File: src/verilog/eeprom_loader_pkg.sv
// Constants shared by the EEPROM loader and its two-wire bit engine
package eeprom_loader_pkg;
  // Timing: quarter bit rounded up so SCL stays at or below 100 kHz
  localparam int CLK_NS = 40;
  localparam int SCL_PERIOD_NS = 10000;
  localparam int QTR_CYC = (SCL_PERIOD_NS / 4 + CLK_NS - 1) / CLK_NS;
  localparam int DIV_W = 7;
  localparam logic [DIV_W-1:0] QTR_LOAD = DIV_W'(QTR_CYC - 1);
  localparam logic [1:0] Q_RISE = 2'h0;
  localparam logic [1:0] Q_MID = 2'h1;
  localparam logic [1:0] Q_FALL = 2'h2;
  localparam logic [1:0] Q_END = 2'h3;
  localparam logic [3:0] LAST_BIT = 4'h8;
  typedef enum logic [1:0] {
    OP_START = 2'b00,
    OP_STOP = 2'b01,
    OP_BYTE = 2'b10
  } bus_op_t;
  // Addressing
  localparam logic [6:0] EEPROM_ADDR = 7'h50;
  localparam logic DIR_WR = 1'b0;
  localparam logic DIR_RD = 1'b1;
  localparam logic SDA_REL = 1'b1;
  localparam logic ACK_LOW = 1'b0;
  localparam logic [7:0] RD_FILL = 8'hFF;
  // Register map, byte addresses
  localparam logic [7:0] REG_CTRL = 8'h00;
  localparam logic [7:0] REG_SLAVE = 8'h04;
  localparam logic [7:0] REG_OFFS = 8'h08;
  localparam logic [7:0] REG_DATA = 8'h0C;
  localparam logic [7:0] REG_SSYS = 8'h10;
  localparam logic [7:0] REG_GUIDH = 8'h14;
  localparam logic [7:0] REG_GUIDL = 8'h18;
  localparam logic [7:0] REG_MISC = 8'h1C;
  localparam int CTRL_GO = 0;
  localparam int CTRL_DIR = 1;
  localparam int CTRL_NACK = 2;
  // Load map
  localparam logic [3:0] ROM_LAT = 4'h0;
  localparam logic [3:0] ROM_LINK = 4'h5;
  localparam logic [3:0] ROM_MINI = 4'h6;
  localparam logic [4:0] ROM_END = 5'h10;
  localparam logic [1:0] DW_LAST = 2'h3;
  localparam logic [7:0] LINK_MASK = 8'h86;
  localparam int PHY_BIT = 6;
  localparam int MINI_LO = 5;
  localparam int LD_BYTES = 12;
  localparam logic [3:0] LD_OFF [LD_BYTES] = '{
    4'h1, 4'h2, 4'h3, 4'h4, 4'h7, 4'h8,
    4'h9, 4'hA, 4'hB, 4'hC, 4'hD, 4'hE};
  localparam logic [7:0] DEF_BYTE = 8'h00;
endpackage : eeprom_loader_pkg

File: src/verilog/eeprom_loader.sv
// Serial EEPROM autoloader and software byte master on a two-wire bus
//
// Chosen here: the register offsets and the address-and-strobe port.
`timescale 1ns/10ps
// What this block does
// RULE1: SCL near, never above, 100 kHz
// RULE2: EEPROM addressed at 1010000b
// RULE3: Lines only pulled low or released
// RULE4: Start: SDA falls while SCL high
// RULE5: Stop: SDA rises while SCL high
// RULE6: SDA changes only while SCL low
// RULE7: Eight-bit bytes, each with ack slot
// RULE8: Ack is SDA low during SCL high
// RULE9: This block is sole bus master
// RULE10: SCL released and quiet when idle
// RULE11: Software single bytes; four-byte reads autoload-only
// RULE12: Write: address, offset, data, stop
// RULE13: Missing ack sets no-ack status flag
// RULE14: Read uses direction 1; master acks bytes
// RULE15: Autoload after PCI reset when present
// RULE16: Byte 00h splits MaxLat and MinGnt
// RULE17: Bytes 01h-04h load subsystem IDs
// RULE18: Byte 05h loads PHY bit, link bits
// RULE19: Byte 06h bits 6:5 give ROM offset
// RULE20: Presence from pulled-up SCL, else skip
// RULE21: Load after card functions' busy clears
// RULE22: Autoload no-ack aborts, keeps defaults; bytes loaded by earlier four-byte reads stay loaded
// RULE23: Reserved bytes read but never loaded
module eeprom_loader (
  // Clock and reset
  input wire logic mclk,
  input wire logic sys_rst,
  // Host reset and load sequencing
  input wire logic pci_rst_n,
  input wire logic cb_load_busy,
  output logic load_busy,
  // Register port
  input wire logic [7:0] reg_addr,
  input wire logic [31:0] reg_wdata,
  input wire logic reg_wr,
  input wire logic reg_rd,
  output logic [31:0] reg_rdata,
  // Two-wire bus, open drain
  input wire logic scl_in,
  output logic scl_out,
  output logic scl_oe_n,
  input wire logic sda_in,
  output logic sda_out,
  output logic sda_oe_n,
  // Loaded defaults
  output logic [3:0] max_lat,
  output logic [3:0] min_gnt,
  output logic [31:0] subsys_ids,
  output logic phy_prog_en,
  output logic [7:0] link_enh0,
  output logic [7:0] minirom_base,
  output logic [31:0] guid_hi,
  output logic [31:0] guid_lo
);
  typedef enum logic [3:0] {
    S_RESET = 4'b0000,
    S_WAIT_CB = 4'b0001,
    S_IDLE = 4'b0010,
    S_START = 4'b0011,
    S_DEVW = 4'b0100,
    S_OFFS = 4'b0101,
    S_WDATA = 4'b0110,
    S_RSTART = 4'b0111,
    S_DEVR = 4'b1000,
    S_RDATA = 4'b1001,
    S_STOP = 4'b1010
  } ld_state_t;

  ld_state_t state_reg, state_next;
  logic pci_s1_reg, pci_s2_reg, cb_s1_reg, cb_s2_reg;
  logic issued_reg, auto_reg, abort_reg, dir_reg;
  logic nack_reg, ldone_reg, pres_reg;
  logic [6:0] slave_reg;
  logic [7:0] offs_reg, data_reg;
  logic [4:0] rom_reg;
  logic [1:0] mini_reg;
  logic [8:0] eng_rx;
  logic eng_done, scl_level;
  logic [8*eeprom_loader_pkg::LD_BYTES-1:0] ld_flat;

  ////////////////////////////////////////////////////////////////////////
  // Decode

  wire pci_ok = pci_s2_reg;
  wire xfer = !(state_reg inside {S_RESET, S_WAIT_CB, S_IDLE});
  wire sw_busy = xfer && !auto_reg;
  wire eng_nack = eng_rx[0];
  wire [7:0] rx_byte = eng_rx[8:1];
  wire is_rd = auto_reg || (dir_reg == eeprom_loader_pkg::DIR_RD);
  wire ctrl_wr = reg_wr && reg_addr == eeprom_loader_pkg::REG_CTRL;
  wire cfg_wr = reg_wr && !xfer;
  // RULE11: software starts single-byte transfers only
  wire sw_go = ctrl_wr && reg_wdata[eeprom_loader_pkg::CTRL_GO] &&
               state_reg == S_IDLE && pci_ok;
  wire last_rd = !auto_reg || rom_reg[1:0] == eeprom_loader_pkg::DW_LAST;
  wire ack_state = state_reg inside {S_DEVW, S_OFFS, S_WDATA, S_DEVR};
  // RULE13: expected acknowledge missing
  wire ack_fail = eng_done && eng_nack && ack_state;
  wire ld_we = eng_done && state_reg == S_RDATA && auto_reg;
  wire [3:0] ld_off = rom_reg[3:0];
  wire clr_ld = state_reg == S_RESET;
  wire auto_end = state_reg == S_STOP && eng_done && auto_reg;
  wire [6:0] dev_addr = auto_reg ? eeprom_loader_pkg::EEPROM_ADDR
                                 : slave_reg;
  wire [7:0] word_off = auto_reg ? {3'h0, rom_reg} : offs_reg;
  wire eng_go = xfer && !issued_reg;

  // RULE9: only this block issues starts and clocks
  wire eeprom_loader_pkg::bus_op_t eng_op =
    (state_reg inside {S_START, S_RSTART}) ? eeprom_loader_pkg::OP_START :
    (state_reg == S_STOP) ? eeprom_loader_pkg::OP_STOP :
    eeprom_loader_pkg::OP_BYTE;

  // RULE7: byte plus ack slot; write slots release SDA for the ack
  // RULE2: fixed EEPROM address during autoload
  // RULE12: address, offset and data bytes of a write
  // RULE14: read direction and master ack after data
  wire [8:0] eng_tx =
    (state_reg == S_DEVW) ? {dev_addr, eeprom_loader_pkg::DIR_WR,
                             eeprom_loader_pkg::SDA_REL} :
    (state_reg == S_DEVR) ? {dev_addr, eeprom_loader_pkg::DIR_RD,
                             eeprom_loader_pkg::SDA_REL} :
    (state_reg == S_OFFS) ? {word_off, eeprom_loader_pkg::SDA_REL} :
    (state_reg == S_WDATA) ? {data_reg, eeprom_loader_pkg::SDA_REL} :
    {eeprom_loader_pkg::RD_FILL, eeprom_loader_pkg::ACK_LOW};

  wire [31:0] ctrl_rd = {26'h0, pres_reg, ldone_reg, auto_reg, nack_reg,
                         dir_reg, sw_busy};
  wire [31:0] misc_rd = {minirom_base, 7'h0, phy_prog_en, link_enh0,
                         max_lat, min_gnt};
  wire [31:0] rd_mux =
    (reg_addr == eeprom_loader_pkg::REG_CTRL) ? ctrl_rd :
    (reg_addr == eeprom_loader_pkg::REG_SLAVE) ? {25'h0, slave_reg} :
    (reg_addr == eeprom_loader_pkg::REG_OFFS) ? {24'h0, offs_reg} :
    (reg_addr == eeprom_loader_pkg::REG_DATA) ? {24'h0, data_reg} :
    (reg_addr == eeprom_loader_pkg::REG_SSYS) ? subsys_ids :
    (reg_addr == eeprom_loader_pkg::REG_GUIDH) ? guid_hi :
    (reg_addr == eeprom_loader_pkg::REG_GUIDL) ? guid_lo :
    (reg_addr == eeprom_loader_pkg::REG_MISC) ? misc_rd : 32'h0;

  assign load_busy = auto_reg;
  assign subsys_ids = ld_flat[31:0];
  assign guid_hi = ld_flat[63:32];
  assign guid_lo = ld_flat[95:64];

  ////////////////////////////////////////////////////////////////////////
  // Bit engine

  // RULE3: open-drain pins, enables only
  i2c_bit_engine u_engine (
    .mclk(mclk),
    .sys_rst(sys_rst),
    .go(eng_go),
    .op(eng_op),
    .tx(eng_tx),
    .done(eng_done),
    .rx(eng_rx),
    .scl_level(scl_level),
    .scl_in(scl_in),
    .scl_out(scl_out),
    .scl_oe_n(scl_oe_n),
    .sda_in(sda_in),
    .sda_out(sda_out),
    .sda_oe_n(sda_oe_n)
  );

  ////////////////////////////////////////////////////////////////////////
  // Sequencer

  always_comb begin
    state_next = state_reg;
    unique case (state_reg)
      // RULE15: leave reset state on PCI reset release
      // RULE20: pulled-up SCL means EEPROM present
      S_RESET: if (pci_ok) state_next = scl_level ? S_WAIT_CB : S_IDLE;
      // RULE21: wait for card functions to finish
      S_WAIT_CB: if (!cb_s2_reg) state_next = S_START;
      S_IDLE: begin
        if (!pci_ok) state_next = S_RESET;
        else if (sw_go) state_next = S_START;
      end
      S_START: if (eng_done) state_next = S_DEVW;
      S_DEVW: if (eng_done) state_next = eng_nack ? S_STOP : S_OFFS;
      S_OFFS: begin
        if (eng_done) begin
          if (eng_nack) state_next = S_STOP;
          else state_next = is_rd ? S_RSTART : S_WDATA;
        end
      end
      S_WDATA: if (eng_done) state_next = S_STOP;
      S_RSTART: if (eng_done) state_next = S_DEVR;
      S_DEVR: if (eng_done) state_next = eng_nack ? S_STOP : S_RDATA;
      S_RDATA: if (eng_done && last_rd) state_next = S_STOP;
      // RULE22: abort ends autoload at the stop
      S_STOP: begin
        if (eng_done) begin
          if (auto_reg && !abort_reg && rom_reg != eeprom_loader_pkg::ROM_END)
            state_next = S_START;
          else state_next = S_IDLE;
        end
      end
      default: state_next = S_RESET;
    endcase
  end

  always_ff @(posedge mclk or posedge sys_rst) begin
    if (sys_rst) begin
      pci_s1_reg <= 1'b0;
      pci_s2_reg <= 1'b0;
      cb_s1_reg <= 1'b1;
      cb_s2_reg <= 1'b1;
    end else begin
      pci_s1_reg <= pci_rst_n;
      pci_s2_reg <= pci_s1_reg;
      cb_s1_reg <= cb_load_busy;
      cb_s2_reg <= cb_s1_reg;
    end
  end

  always_ff @(posedge mclk or posedge sys_rst) begin
    if (sys_rst) begin
      state_reg <= S_RESET;
      issued_reg <= 1'b0;
    end else begin
      state_reg <= state_next;
      if (eng_go) issued_reg <= 1'b1;
      else if (eng_done) issued_reg <= 1'b0;
    end
  end

  // RULE15: autoload flag and byte counter
  always_ff @(posedge mclk or posedge sys_rst) begin
    if (sys_rst) begin
      auto_reg <= 1'b0;
      abort_reg <= 1'b0;
      rom_reg <= 5'h00;
      pres_reg <= 1'b0;
      ldone_reg <= 1'b0;
    end else if (clr_ld) begin
      auto_reg <= pci_ok && scl_level;
      abort_reg <= 1'b0;
      rom_reg <= 5'h00;
      pres_reg <= scl_level;
      ldone_reg <= 1'b0;
    end else begin
      if (auto_end && state_next == S_IDLE) auto_reg <= 1'b0;
      if (auto_end && state_next == S_IDLE) ldone_reg <= !abort_reg;
      // RULE22: remember the failed autoload
      if (ack_fail && auto_reg) abort_reg <= 1'b1;
      if (ld_we) rom_reg <= rom_reg + 1'b1;
    end
  end

  ////////////////////////////////////////////////////////////////////////
  // Software registers

  always_ff @(posedge mclk or posedge sys_rst) begin
    if (sys_rst) begin
      dir_reg <= eeprom_loader_pkg::DIR_WR;
      slave_reg <= 7'h00;
      offs_reg <= 8'h00;
    end else if (cfg_wr) begin
      if (reg_addr == eeprom_loader_pkg::REG_CTRL)
        dir_reg <= reg_wdata[eeprom_loader_pkg::CTRL_DIR];
      if (reg_addr == eeprom_loader_pkg::REG_SLAVE)
        slave_reg <= reg_wdata[6:0];
      if (reg_addr == eeprom_loader_pkg::REG_OFFS)
        offs_reg <= reg_wdata[7:0];
    end
  end

  always_ff @(posedge mclk or posedge sys_rst) begin
    if (sys_rst) data_reg <= 8'h00;
    else if (eng_done && state_reg == S_RDATA && !auto_reg)
      data_reg <= rx_byte;
    else if (cfg_wr && reg_addr == eeprom_loader_pkg::REG_DATA)
      data_reg <= reg_wdata[7:0];
  end

  // RULE13: sticky no-ack, set wins over clear
  always_ff @(posedge mclk or posedge sys_rst) begin
    if (sys_rst) nack_reg <= 1'b0;
    else if (ack_fail) nack_reg <= 1'b1;
    else if (ctrl_wr && reg_wdata[eeprom_loader_pkg::CTRL_NACK])
      nack_reg <= 1'b0;
  end

  always_ff @(posedge mclk or posedge sys_rst) begin
    if (sys_rst) reg_rdata <= 32'h0;
    else reg_rdata <= reg_rd ? rd_mux : 32'h0;
  end

  ////////////////////////////////////////////////////////////////////////
  // Loaded defaults

  // RULE17: subsystem IDs and GUID bytes, low byte first
  // RULE23: offset 0Fh, the only one outside the map, loads nothing
  for (genvar i = 0; i < eeprom_loader_pkg::LD_BYTES; i++) begin : g_ld
    logic [7:0] byte_reg;
    wire we = ld_we && ld_off == eeprom_loader_pkg::LD_OFF[i];
    always_ff @(posedge mclk or posedge sys_rst) begin
      if (sys_rst) byte_reg <= eeprom_loader_pkg::DEF_BYTE;
      else if (clr_ld) byte_reg <= eeprom_loader_pkg::DEF_BYTE;
      else if (we) byte_reg <= rx_byte;
    end
    assign ld_flat[8*i +: 8] = byte_reg;
  end

  always_ff @(posedge mclk or posedge sys_rst) begin
    if (sys_rst) begin
      max_lat <= 4'h0;
      min_gnt <= 4'h0;
    end else if (clr_ld) begin
      max_lat <= 4'h0;
      min_gnt <= 4'h0;
    // RULE16: split byte 00h
    end else if (ld_we && ld_off == eeprom_loader_pkg::ROM_LAT) begin
      max_lat <= rx_byte[7:4];
      min_gnt <= rx_byte[3:0];
    end
  end

  always_ff @(posedge mclk or posedge sys_rst) begin
    if (sys_rst) begin
      phy_prog_en <= 1'b0;
      link_enh0 <= 8'h00;
    end else if (clr_ld) begin
      phy_prog_en <= 1'b0;
      link_enh0 <= 8'h00;
    // RULE18: PHY enable and link bits 7, 2, 1
    end else if (ld_we && ld_off == eeprom_loader_pkg::ROM_LINK) begin
      phy_prog_en <= rx_byte[eeprom_loader_pkg::PHY_BIT];
      link_enh0 <= rx_byte & eeprom_loader_pkg::LINK_MASK;
    end
  end

  // RULE19: ROM start offset from bits 6:5
  always_ff @(posedge mclk or posedge sys_rst) begin
    if (sys_rst) mini_reg <= 2'h0;
    else if (clr_ld) mini_reg <= 2'h0;
    else if (ld_we && ld_off == eeprom_loader_pkg::ROM_MINI)
      mini_reg <= rx_byte[eeprom_loader_pkg::MINI_LO +: 2];
  end

  always_ff @(posedge mclk or posedge sys_rst) begin
    if (sys_rst) minirom_base <= 8'h00;
    else minirom_base <= {1'b0, mini_reg, 5'h00};
  end
endmodule : eeprom_loader

File: src/verilog/i2c_bit_engine.sv
// Two-wire bit engine: start, stop and nine-bit byte slots
`timescale 1ns/10ps
module i2c_bit_engine (
  // Clock and reset
  input wire logic mclk,
  input wire logic sys_rst,
  // Command side
  input wire logic go,
  input wire eeprom_loader_pkg::bus_op_t op,
  input wire logic [8:0] tx,
  output logic done,
  output logic [8:0] rx,
  output logic scl_level,
  // Open-drain bus pins
  input wire logic scl_in,
  output logic scl_out,
  output logic scl_oe_n,
  input wire logic sda_in,
  output logic sda_out,
  output logic sda_oe_n
);
  eeprom_loader_pkg::bus_op_t op_reg;
  logic act_reg;
  logic [1:0] q_reg;
  logic [3:0] bit_reg;
  logic [8:0] sh_reg;
  logic [eeprom_loader_pkg::DIV_W-1:0] div_reg;
  logic scl_s1_reg, scl_s2_reg, sda_s1_reg, sda_s2_reg;

  wire start = go && !act_reg;
  wire tick = act_reg && (div_reg == '0);
  wire is_stop = op_reg == eeprom_loader_pkg::OP_STOP;
  wire is_start = op_reg == eeprom_loader_pkg::OP_START;
  wire is_byte = op_reg == eeprom_loader_pkg::OP_BYTE;
  wire q_last = tick && (is_stop ? q_reg == eeprom_loader_pkg::Q_FALL
                                 : q_reg == eeprom_loader_pkg::Q_END);
  wire fin = q_last && (!is_byte || bit_reg == eeprom_loader_pkg::LAST_BIT);

  // Only pulled low, never driven high
  assign scl_out = 1'b0;
  assign sda_out = 1'b0;
  assign scl_level = scl_s2_reg;

  always_ff @(posedge mclk or posedge sys_rst) begin
    if (sys_rst) begin
      scl_s1_reg <= 1'b1;
      scl_s2_reg <= 1'b1;
      sda_s1_reg <= 1'b1;
      sda_s2_reg <= 1'b1;
    end else begin
      scl_s1_reg <= scl_in;
      scl_s2_reg <= scl_s1_reg;
      sda_s1_reg <= sda_in;
      sda_s2_reg <= sda_s1_reg;
    end
  end

  // RULE1: quarter-bit divider
  always_ff @(posedge mclk or posedge sys_rst) begin
    if (sys_rst) div_reg <= '0;
    else if (start || tick) div_reg <= eeprom_loader_pkg::QTR_LOAD;
    else if (act_reg) div_reg <= div_reg - 1'b1;
  end

  always_ff @(posedge mclk or posedge sys_rst) begin
    if (sys_rst) begin
      act_reg <= 1'b0;
      op_reg <= eeprom_loader_pkg::OP_START;
      q_reg <= 2'h0;
      bit_reg <= 4'h0;
      sh_reg <= 9'h1FF;
      done <= 1'b0;
    end else begin
      done <= fin;
      if (start) begin
        act_reg <= 1'b1;
        op_reg <= op;
        q_reg <= 2'h0;
        bit_reg <= 4'h0;
        sh_reg <= tx;
      end else if (fin) begin
        act_reg <= 1'b0;
      end else if (tick) begin
        q_reg <= q_reg + 1'b1;
        if (q_last) bit_reg <= bit_reg + 1'b1;
        if (q_reg == eeprom_loader_pkg::Q_END) sh_reg <= {sh_reg[7:0], 1'b1};
      end
    end
  end

  // RULE8: sample SDA mid high phase
  always_ff @(posedge mclk or posedge sys_rst) begin
    if (sys_rst) rx <= 9'h000;
    else if (start) rx <= 9'h000;
    else if (tick && is_byte && q_reg == eeprom_loader_pkg::Q_MID)
      rx <= {rx[7:0], sda_s2_reg};
  end

  // RULE10: SCL released between a stop and the next start
  always_ff @(posedge mclk or posedge sys_rst) begin
    if (sys_rst) scl_oe_n <= 1'b1;
    else if (tick && q_reg == eeprom_loader_pkg::Q_RISE) scl_oe_n <= 1'b1;
    else if (tick && !is_stop && q_reg == eeprom_loader_pkg::Q_FALL)
      scl_oe_n <= 1'b0;
  end

  // RULE6: SDA moves only while SCL low, except start and stop
  always_ff @(posedge mclk or posedge sys_rst) begin
    if (sys_rst) begin
      sda_oe_n <= 1'b1;
    end else if (start) begin
      if (op == eeprom_loader_pkg::OP_STOP) sda_oe_n <= 1'b0;
      else if (op == eeprom_loader_pkg::OP_START) sda_oe_n <= 1'b1;
      else sda_oe_n <= tx[8];
    end else if (tick && q_reg == eeprom_loader_pkg::Q_MID) begin
      // RULE4: start edge
      if (is_start) sda_oe_n <= 1'b0;
      // RULE5: stop edge
      if (is_stop) sda_oe_n <= 1'b1;
    end else if (tick && is_byte && !fin &&
                 q_reg == eeprom_loader_pkg::Q_END) begin
      sda_oe_n <= sh_reg[7];
    end
  end
endmodule : i2c_bit_engine

File: config.mk
export PLATFORM = sky130hd
export DESIGN_NAME = eeprom_loader
export DESIGN_NICKNAME = d
export VERILOG_FILES = /design/src/verilog/eeprom_loader_pkg.sv /design/src/verilog/eeprom_loader.sv /design/src/verilog/i2c_bit_engine.sv
export SDC_FILE = /design/constraint.sdc
export NUM_CORES = 1
export LEC_CHECK = 0
export BUFFER_PORTS_ARGS = -buffer_cell sky130_fd_sc_hd__buf_2
export CAP_MARGIN = 15
export CORE_MARGIN = 5
export CORE_UTILIZATION = 50
export CTS_CLUSTER_SIZE = 14
export DETAILED_ROUTE_END_ITERATION = 8
export GPL_TIMING_DRIVEN = 0
export PLACE_DENSITY = 0.74
export SLEW_MARGIN = 20
export SYNTH_ARGS = -nofsm -noshare
export SYNTH_HDL_FRONTEND = slang
export SYNTH_SLANG_ARGS = --single-unit
File: constraint.sdc
create_clock -name mclk -period 7.15 [get_ports mclk]
set_clock_uncertainty 0.2 [all_clocks]
set_input_delay 0.715 -clock mclk [delete_from_list [all_inputs] [get_ports mclk]]
set_output_delay 0.715 -clock mclk [all_outputs]
set_load 0.05 [all_outputs]
-- After elaboration in Yosys (flattened, before gate mapping)
Cells that the tools add are included.
Widths: inputs -> output; s select.
- register bits after elaboration: 232
- logic and storage cells: 314
- add/sub/neg operators: 4
- mux-type cells: 111
- reduce and logical (&&, ||, !) cells: 107
- eq/ne operators: 43
- operators by type and width (operator ; count):
    $mux 8 ; 33
    $mux 32 ; 8
    $mux 4 ; 22
    $reduce_bool 2->1 ; 29
    $mux 9 ; 6
    $logic_and 1x1->1 ; 49
    $eq 4x4->1 const B ; 11
    $pmux 4 s11 ; 1
    $eq 4x3->1 const B ; 8
    $eq 8x5->1 const B ; 4
    $mux 31 ; 1
    $mux 1 ; 26
    $mux 7 ; 3
    $eq 4x2->1 const B ; 5
    $mux 2 ; 9
    $eq 8x4->1 const B ; 2
    $mux 5 ; 2
    $reduce_and 2->1 ; 5
    $eq 2x2->1 const B ; 4
    $eq 4x1->1 const B ; 2
    $eq 8x3->1 const B ; 1
    $logic_not 1->1 ; 8
    $logic_not 4->1 ; 2
    $logic_not 8->1 ; 1
    14 further kinds ; 23

-- Depth between registers and ports, before layout
Gate-level depths: netlist (run 1).
- word-level depth: 12
- depth in mapped cells: 9
- depth with buffers taken out: 7

-- Cells and area by module
A second synthesis (run 1) with hierarchy kept.
- cell total of the unflattened synthesis: 1028
- area total of the unflattened synthesis: 11364.6 um^2
- modules (own cells, without submodules) (module ; times used ; seq. area each (um^2) ; cells an instance ; area an instance (um^2)):
    eeprom_loader ; 1 ; 4682.0 ; 839 ; 9377.7
    i2c_bit_engine ; 1 ; 1018.5 ; 189 ; 1986.9

-- Least setup slack after synthesis (run 1)
OpenSTA, ideal clock, no wires.
- path kind: register to register
- start point: register auto_reg, in the netlist load_busy
- end point: register u_engine.sh_reg[3]
- setup slack: 4.796 ns
- cell stages (with the launch flop): 7
- setup time: 0.080 ns
- period minus slack after synthesis: 2.354 ns
- buffers on the path: 2
- arrival time: 2.074 ns
- cells stage by stage: dfrtp_1 clkbuf_1 clkbuf_1 mux2i_1 nand2_1 a221o_1 a32o_1
- longest elaborated chain between the ends: 5
- elaborated cells between the ends (all ways): 6
- RTL lines (item ; line ; RTL):
    from (decl) ; eeprom_loader.sv:76 ; logic issued_reg, auto_reg, abort_reg, dir_reg;
    from (signal assigned) ; eeprom_loader.sv:245 ; auto_reg <= pci_ok && scl_level;
    $mux 8 ; eeprom_loader.sv:110 ; wire [7:0] word_off = auto_reg ? {3'h0, rom_reg} : offs_reg;
    $mux 9 ; eeprom_loader.sv:128 ; (state_reg == S_OFFS) ? {word_off, eeprom_loader_pkg::SDA_REL} :
    $mux 9 ; eeprom_loader.sv:126 ; (state_reg == S_DEVR) ? {dev_addr, eeprom_loader_pkg::DIR_RD,
    $mux 9 * ; eeprom_loader.sv:124 ; (state_reg == S_DEVW) ? {dev_addr, eeprom_loader_pkg::DIR_WR,
    $mux 8 * ; i2c_bit_engine.sv:75 ; if (start) begin
    to (signal assigned) ; i2c_bit_engine.sv:80 ; sh_reg <= tx;
    to (signal assigned) ; i2c_bit_engine.sv:86 ; if (q_reg == eeprom_loader_pkg::Q_END) sh_reg <= {sh_reg[7:0], 1'b1};
    to (decl) ; i2c_bit_engine.sv:26 ; logic [8:0] sh_reg;
Mark *: on every way between the ends. The rest lies on a longest branch, timed or not.
A chain may end at the register's enable or synchronous reset.

-- Final worst setup path (run 1)
- start point: register state_reg[1]
- end point: register g_ld[8].byte_reg[2]
- longest elaborated chain between the ends: 5
- elaborated cells between the ends (all ways): 7
- RTL lines (item ; line ; RTL):
    from (decl) ; eeprom_loader.sv:74 ; ld_state_t state_reg, state_next;
    from (signal assigned) ; eeprom_loader.sv:230 ; state_reg <= state_next;
    $eq 4x4->1 ; eeprom_loader.sv:104 ; wire ld_we = eng_done && state_reg == S_RDATA && auto_reg;
    $logic_and 1x1->1 (2 in series) ; eeprom_loader.sv:104 ;
    $logic_and 1x1->1 ; eeprom_loader.sv:305 ; wire we = ld_we && ld_off == eeprom_loader_pkg::LD_OFF[i];
    $reduce_bool 2->1 (no source line) ; n/a ;
    to (signal assigned) ; eeprom_loader.sv:307 ; if (sys_rst) byte_reg <= eeprom_loader_pkg::DEF_BYTE;
    to (signal assigned) ; eeprom_loader.sv:308 ; else if (clr_ld) byte_reg <= eeprom_loader_pkg::DEF_BYTE;
    to (signal assigned) ; eeprom_loader.sv:309 ; else if (we) byte_reg <= rx_byte;
    to (decl) ; eeprom_loader.sv:304 ; logic [7:0] byte_reg;
Parallel ways exist; a longest one is shown, timed or not.

==> results of run 1 <==
stage by stage:
step	setup WS (ns)	util	cell area (µm²)	hold slack [ns]	setup TNS (ns)
after detailed placement	4.021	0.5691	11930	0.1501	0
after CTS	4.259	0.6098	12780	0.07031	0
after global placement	-2.413	0.5658	11860	0.1395	-504.69
final	4.219	0.6100	12780	0.08149	0
after global routing	4.116	0.6100	12780	0.07139	0
after floorplan	0.04195	-	10680	0.1312	0
area by class of cell:
| type | instances | area (µm²) | share of cell area |
|---|---|---|---|
| multi-input combinational | 703 | 4451 | 0.3481 |
| clock buffer | 37 | 740.7 | 0.05794 |
| buffer | 93 | 456.7 | 0.03572 |
| clock inverter | 9 | 102.6 | 0.008026 |
| tap | 275 | 344.1 | 0.02692 |
| antenna | 2 | 5.005 | 0.0003915 |
| sequential | 227 | 5700 | 0.4459 |
| timing repair buffer | 170 | 900.9 | 0.07047 |
| inverter | 20 | 82.58 | 0.006460 |
worst paths after layout:
kind / to / start / slack (ns) / depth (start not counted)
setup / recovery: g_ld[8].byte_reg[2] / state_reg[1] / 4.22 / 6
setup reg to reg: g_ld[8].byte_reg[2] / state_reg[1] / 4.22 / 6
hold reg to reg: pci_ok / pci_s1_reg / 0.16 / 0
max in group asynchronous: g_ld[9].byte_reg[7] / sys_rst / 5.05 / 5
hold / removal: u_engine.scl_s1_reg / scl_in / 0.08 / 1
min in group asynchronous: u_engine.q_reg[0] / sys_rst / 0.47 / 3
power groups by stage:
stage          clock network [W]  registers (W)  logic, W
4_1_cts                  0.00133        0.00145  0.000665
2_1_floorplan                  0        0.00149  0.000436
6_report                 0.00132        0.00145  0.000677
3_5_place_dp                   0        0.00147  0.000663
5_1_grt                  0.00138        0.00146  0.000728
3_3_place_gp                   0        0.00147  0.000643
logic make-up after synthesis:
| group | after synthesis |
|---|---|
| and+or+nand+nor | 328 |
| AOI/OAI and AO/OA | 271 |
| DFF | 227 |
| buffers and inverters | 113 |
| muxes | 69 |
| adders and majority gates | 11 |
| xor gates and xnor gates | 11 |
| other | 1 |
routing by layer:
metal / vias up / global-route usage / routed length, µm
met5: - / 0 / 17
met4: 2 / 0.08504 / 1000
met3: 78 / 0.05603 / 3496
met2: 550 / 0.4326 / 15820
met1: 4562 / 0.4066 / 14270
li1: 4106 / - / -
what timing repair did:
action	4_1_cts	5_1_grt
hold endpoints to repair	13	0
hold buffers	1	0
setup endpoints to repair	0	0
worst max-delay path: cells and delay by family (launching register included):
family,cells,cell delay (ns)
buffers and inverters,3,1.03
AND/OR/NAND/NOR,2,0.96
flip-flops,1,0.35
AO/OA/AOI/OAI,1,0.22
placed cells by master, fill, tap and decap left out, types with 25 or more instances in the layout:
cell type	netlist	routed
clkbuf_16	0	25
nand3_1	128	128
nor2_1	80	80
mux2i_1	44	44
dfrtp_1	211	211
buf_2	29	196
a21oi_1	39	39
o21ai_0	130	130
clkbuf_1	44	49
nand2_1	54	54
==> results.tsv, run 1 <==
metric	value	unit
Routed WL	34600	µm
TritonCTS clock tree	yes	
row cnt	53	
Internal Pwr Total	0.002371	W
startpoint types	register	
Compound-Gate Fraction of Synth Area	0.1619	
Post-Synth Adder-Cell Area	0.01295	
placed insts	1487	
achievable frequency	341.2	MHz
Synth Area in XOR/XNOR	0.009062	
Clock Latency Late Sink	0.53	ns
status	finished, final reports clean	
detailed-route via count	9298	
Primary FF master, synth	dfrtp_1	
number of gates resized after cts	0	
Max-Slew Margin vs Limit	0.2518	
Final Hold Fails	0	
# fillers	1787	
simple-gate share of the synthesized area	0.1552	
Reg clk slew, reported paths	0.06	ns
1st-pass router iterations	5	
via/cell ratio	6.053	
Worst Path Required	7.32	ns
synthesized cell area	10630	µm²
synth warn	0	
# DRC	0	
WS Path Type	register to register	
largest family of logic cells by synthesized area	compound AO/OA/AOI/OAI gates	
RSZ-0062 raised after global routing	false	
count leader, synth	dfrtp_1	
ANT nets after route	0	
IO Pins	206	
post-synthesis mux area share	0.07426	
port buffer count	167	
maximum VDD drop	0.1762	mV
Cell variety after synth	76	
Post-synth ARST share	1.000	
Die Y	155.8	µm
CP Data Arrival Time	3.10	ns
MaxCap Viol Count	0	
synth top area cells	dfrtp_1, o21ai_0, nand3_1, mux2i_1, dfstp_2	
wire per inst	22.53	µm
Post-synth EDFFs	0	
area of the core	20960	µm²
Power Total	0.003447	W
Logic pwr share	0.196	
largest net degree at the start of global routing	105	
DR iter-0 viols	1007	
Sw Ratio	0.3120	
share of the yosys chip area belonging to registers	0.5362	
Root Buffer	clkbuf_16	
GRT overflow	0	
CP max-delay cell	or4_1	
Leakage	6.214	nW
postcts setup bufs	0	
Mean Syn Cell Area	10.31	µm²
CTS buffer count	25	
Post-Layout Cell Count	1536	
final setup fails	0	
Slew @ Worst Pin	1.119	ns
max reg flops	96	
min Tclk post-route	2.931	ns
most frequent CP cell	buf_2	
global-route wire length before repair	53270	µm
GRT Util Overall	0.2810	
initial core utilization	0.5073	
worst path cell trace	buf_2, or4_1, buf_2, nand2_1, clkbuf_1, o21ai_0	
PwrDens	269.6	nW/µm²
die width	155.8	µm
largest stage delay on the critical path	0.65	ns
GP Congestion	0.9708	
Synth area leader	dfrtp_1	
post-synthesis instance total	1031	
Clock Tree Buf Depth	3	
layout cells sized above 1	0.2542	
vias in the first global route	9024	
Seq pwr share	0.422	
final net count	1299	
synth cell count leaders	dfrtp_1, o21ai_0, nand3_1, nor2_1, nand2_1	
Clock power frac	0.382	
pins over their slew limit	0	
synthesis-to-layout area growth	20.24	%
crit share post-route	0.4100	
Switching Power	0.001075	W
post-detail-place hpwl	25220	µm
Critical Path Fanout Max	10	
share of the synthesized area in the top cell type	0.4966	
H-tree depth	1	
Yosys reg bits	227	
endpoint class of the critical path	register	
Die Area	24280	µm²
hold crit path type	primary input to register	
antenna violations before repair	3	
CTS sink cnt	227	
(Power assumes the default switching activity.)
==> inputs of run 2 (changes only) <==
--- a/config.mk
+++ b/config.mk
@@ -12,7 +12,7 @@
 export CTS_CLUSTER_SIZE = 14
 export DETAILED_ROUTE_END_ITERATION = 8
 export GPL_TIMING_DRIVEN = 0
-export PLACE_DENSITY = 0.74
+export PLACE_DENSITY = 0.71
 export SLEW_MARGIN = 20
 export SYNTH_ARGS = -nofsm -noshare
 export SYNTH_HDL_FRONTEND = slang
==> constraint.sdc (replaced) <==
create_clock -name mclk -period 2.73 [get_ports mclk]
set_clock_uncertainty 0.2 [all_clocks]
set_input_delay 0.273 -clock mclk [delete_from_list [all_inputs] [get_ports mclk]]
set_output_delay 0.273 -clock mclk [all_outputs]
set_load 0.05 [all_outputs]
==> run 2 against run 1 <==
  * Core utilization is 1.9 points higher
  * First-iteration DRC count is 12% lower
  * Final area is 3.1% higher
  * Combinational power grew to 2.7 times the previous value
  * Via count is 3.1% higher
  * Die area stayed put
  * Clock power grew to 2.9 times the previous value
  * Final cell count is 1.4% higher
  * Sequential cell count stayed put
  * Setup slack worse by 4.2 ns
  * Largest power group unchanged
==> results.tsv, run 2 (synthesized netlist as in run 1, its figures left out) <==
metric	value	unit	change
status	finished, final reports clean		unchanged
CP Depth	7		was 6
min Tclk post-route	2.709	ns	
largest net degree at the start of global routing	35		was 105
Sum Neg Setup Slack	0	ns	unchanged
H-tree depth	1		unchanged
most frequent cells in the layout	dfrtp_1, buf_2, o21ai_0		unchanged
DR iter-0 viols	889		was 1007
CP max-delay cell	nor4b_1		was or4_1
TritonCTS clock tree	yes		unchanged
Final Hold Fails	0		unchanged
antenna violations before repair	0		was 3
max reg flops	96		unchanged
final net count	1322		was 1299
maximum VDD drop	0.4809	mV	was 0.1762 mV
synthesis-to-layout area growth	23.99	%	was 20.24%
PwrDens	716.7	nW/µm²	was 269.6 nW/µm²
achievable frequency	369.2	MHz	
GP Congestion	0.9661		was 0.9708
Die Y	155.8	µm	unchanged
Leakage	6.386	nW	was 6.214 nW
FF/Latch Area	5700	µm²	unchanged
GRT Util Overall	0.2893		was 0.2810
ANT cells	0		was 2
port buffer count	167		unchanged
1st-pass router iterations	6		was 5
hold crit path type	primary input to asynchronous set/reset pin		was primary input to register
Top Family by Delay on Critical Path	simple AND/OR/NAND/NOR gates		was buffers and inverters
post-detail-place hpwl	25900	µm	was 25220 µm
FF-to-FF path depth	6		unchanged
wire per inst	22.93	µm	was 22.53 µm
Buf/Inv on CP	2		was 3
most frequent CP cell	buf_2		unchanged
detailed-route via count	9584		was 9298
Critical Path Fanout Max	10		unchanged
MaxCap Viol Count	0		unchanged
initial core utilization	0.5073		unchanged
Worst Path Required	2.90	ns	was 7.32 ns
Slew @ Worst Pin	0.9441	ns	was 1.119 ns
crit share post-route	0.9921		
vias in the first global route	9262		was 9024
# DRC	0		unchanged
largest stage delay on the critical path	0.60	ns	was 0.65 ns
Clock Tree Buf Depth	3		unchanged
worst path cell trace	buf_2, nor4b_1, buf_2, nand2_2, nor2_2, a221oi_1, nor3b_1		was buf_2, or4_1, buf_2, nand2_1, clkbuf_1, o21ai_0
GRT overflow	0		unchanged
IO Pins	206		unchanged
# fillers	1762		was 1787
layout cells sized above 1	0.2666		was 0.2542
commonest non-fill, non-tap cell in the layout	dfrtp_1		unchanged
Max-Slew Margin vs Limit	0.3658		was 0.2518
startpoint types	primary input		was register
WS Path Type	primary input to register		was register to register
CP Data Arrival Time	2.88	ns	was 3.10 ns
pins over their slew limit	0		unchanged
Clock Latency Late Sink	0.53	ns	about the same
multi-input logic area	4474	µm²	was 4451 µm²
Reg clk slew, reported paths	0.06	ns	about the same
CTS sink cnt	227		unchanged
via/cell ratio	6.151		was 6.053
Root Buffer	clkbuf_16		unchanged
Routed WL	35720	µm	was 34600 µm
die width	155.8	µm	unchanged
ANT nets after route	0		unchanged
RSZ-0062 raised after global routing	true		was false
Power Total	0.009447	W	was 0.003447 W
final setup fails	0		unchanged
CTS buffer count	26		was 25
Die Area	24280	µm²	unchanged
global-route wire length before repair	55010	µm	was 53270 µm
endpoint class of the critical path	register		unchanged
row cnt	53		unchanged
area of the core	20960	µm²	unchanged
run 2: stage by stage:
| stage | instances | setup slack [ns] | hold WS, ns | utilization | cell area [µm²] |
|---|---|---|---|---|---|
| finish | 1558 | 0.02148 | 0.06586 | 0.6290 | 13180 |
| floorplan | 1043 | -0.6959 | 0.07748 | - | 10680 |
| detailed placement | 1493 | -0.2283 | 0.06532 | 0.5743 | 12030 |
| CTS | 1556 | 0.006061 | 0.06564 | 0.6269 | 13140 |
| global route | 1558 | -0.01283 | 0.1056 | 0.6290 | 13180 |
| global placement | 1485 | -2.089 | 0.1358 | 0.5660 | 11860 |
run 2: worst paths after layout:
kind                       slack (ns)           startpoint                  end
setup / recovery                 0.02          reg_addr[5]         reg_rdata[6]
hold / removal                   0.07              sys_rst  g_ld[0].byte_reg[1]
setup reg to reg                 0.08         state_reg[1]           min_gnt[1]
hold reg to reg                  0.16  u_engine.sda_s1_reg  u_engine.sda_s2_reg
max in group asynchronous        1.30              sys_rst   u_engine.sh_reg[7]
min in group mclk                0.15          reg_addr[7]         reg_rdata[7]
run 2: repair_timing:
action | in CTS | in global routing
endpoints found under the setup margin | 32 | 60
hold buffers | 15 | 0
hold endpoints to repair | 86 | 0
buffers inserted | 0 | 2
gates resized for setup | 4 | 13
pin swaps | 0 | 1
run 2: cell type report:
| class | instances | area share |
|---|---|---|
| clock inverters | 10 | 0.01224 |
| plain buffers | 93 | 0.03541 |
| flip-flops and latches | 227 | 0.4325 |
| clock buffers | 38 | 0.05971 |
| inverters | 20 | 0.005980 |
| well taps | 275 | 0.02610 |
| multi-input cells | 703 | 0.3394 |
| repair buffers | 192 | 0.08866 |
run 2: power breakdown:
group          switching, W  internal, W
clock network       0.00143      0.00237
logic               0.00129     0.000551
registers          0.000176      0.00363
total               0.00289      0.00655
run 2: worst reg2reg max path, cell delays in order, from the launching register on:
cell	delay, ns
dfrtp_1	0.35
buf_2	0.19
or4_1	0.64
buf_2	0.24
nand2_1	0.33
buf_2	0.39
o21ai_0	0.18
run 2: metal layers:
layer / global-route usage / up-vias / part of all wire
li1: - / 4161 / -
met1: 0.4152 / 4725 / 0.40
met2: 0.4330 / 596 / 0.45
met3: 0.07545 / 102 / 0.12
met4: 0.09254 / 0 / 0.036
met5: 0 / - / 0
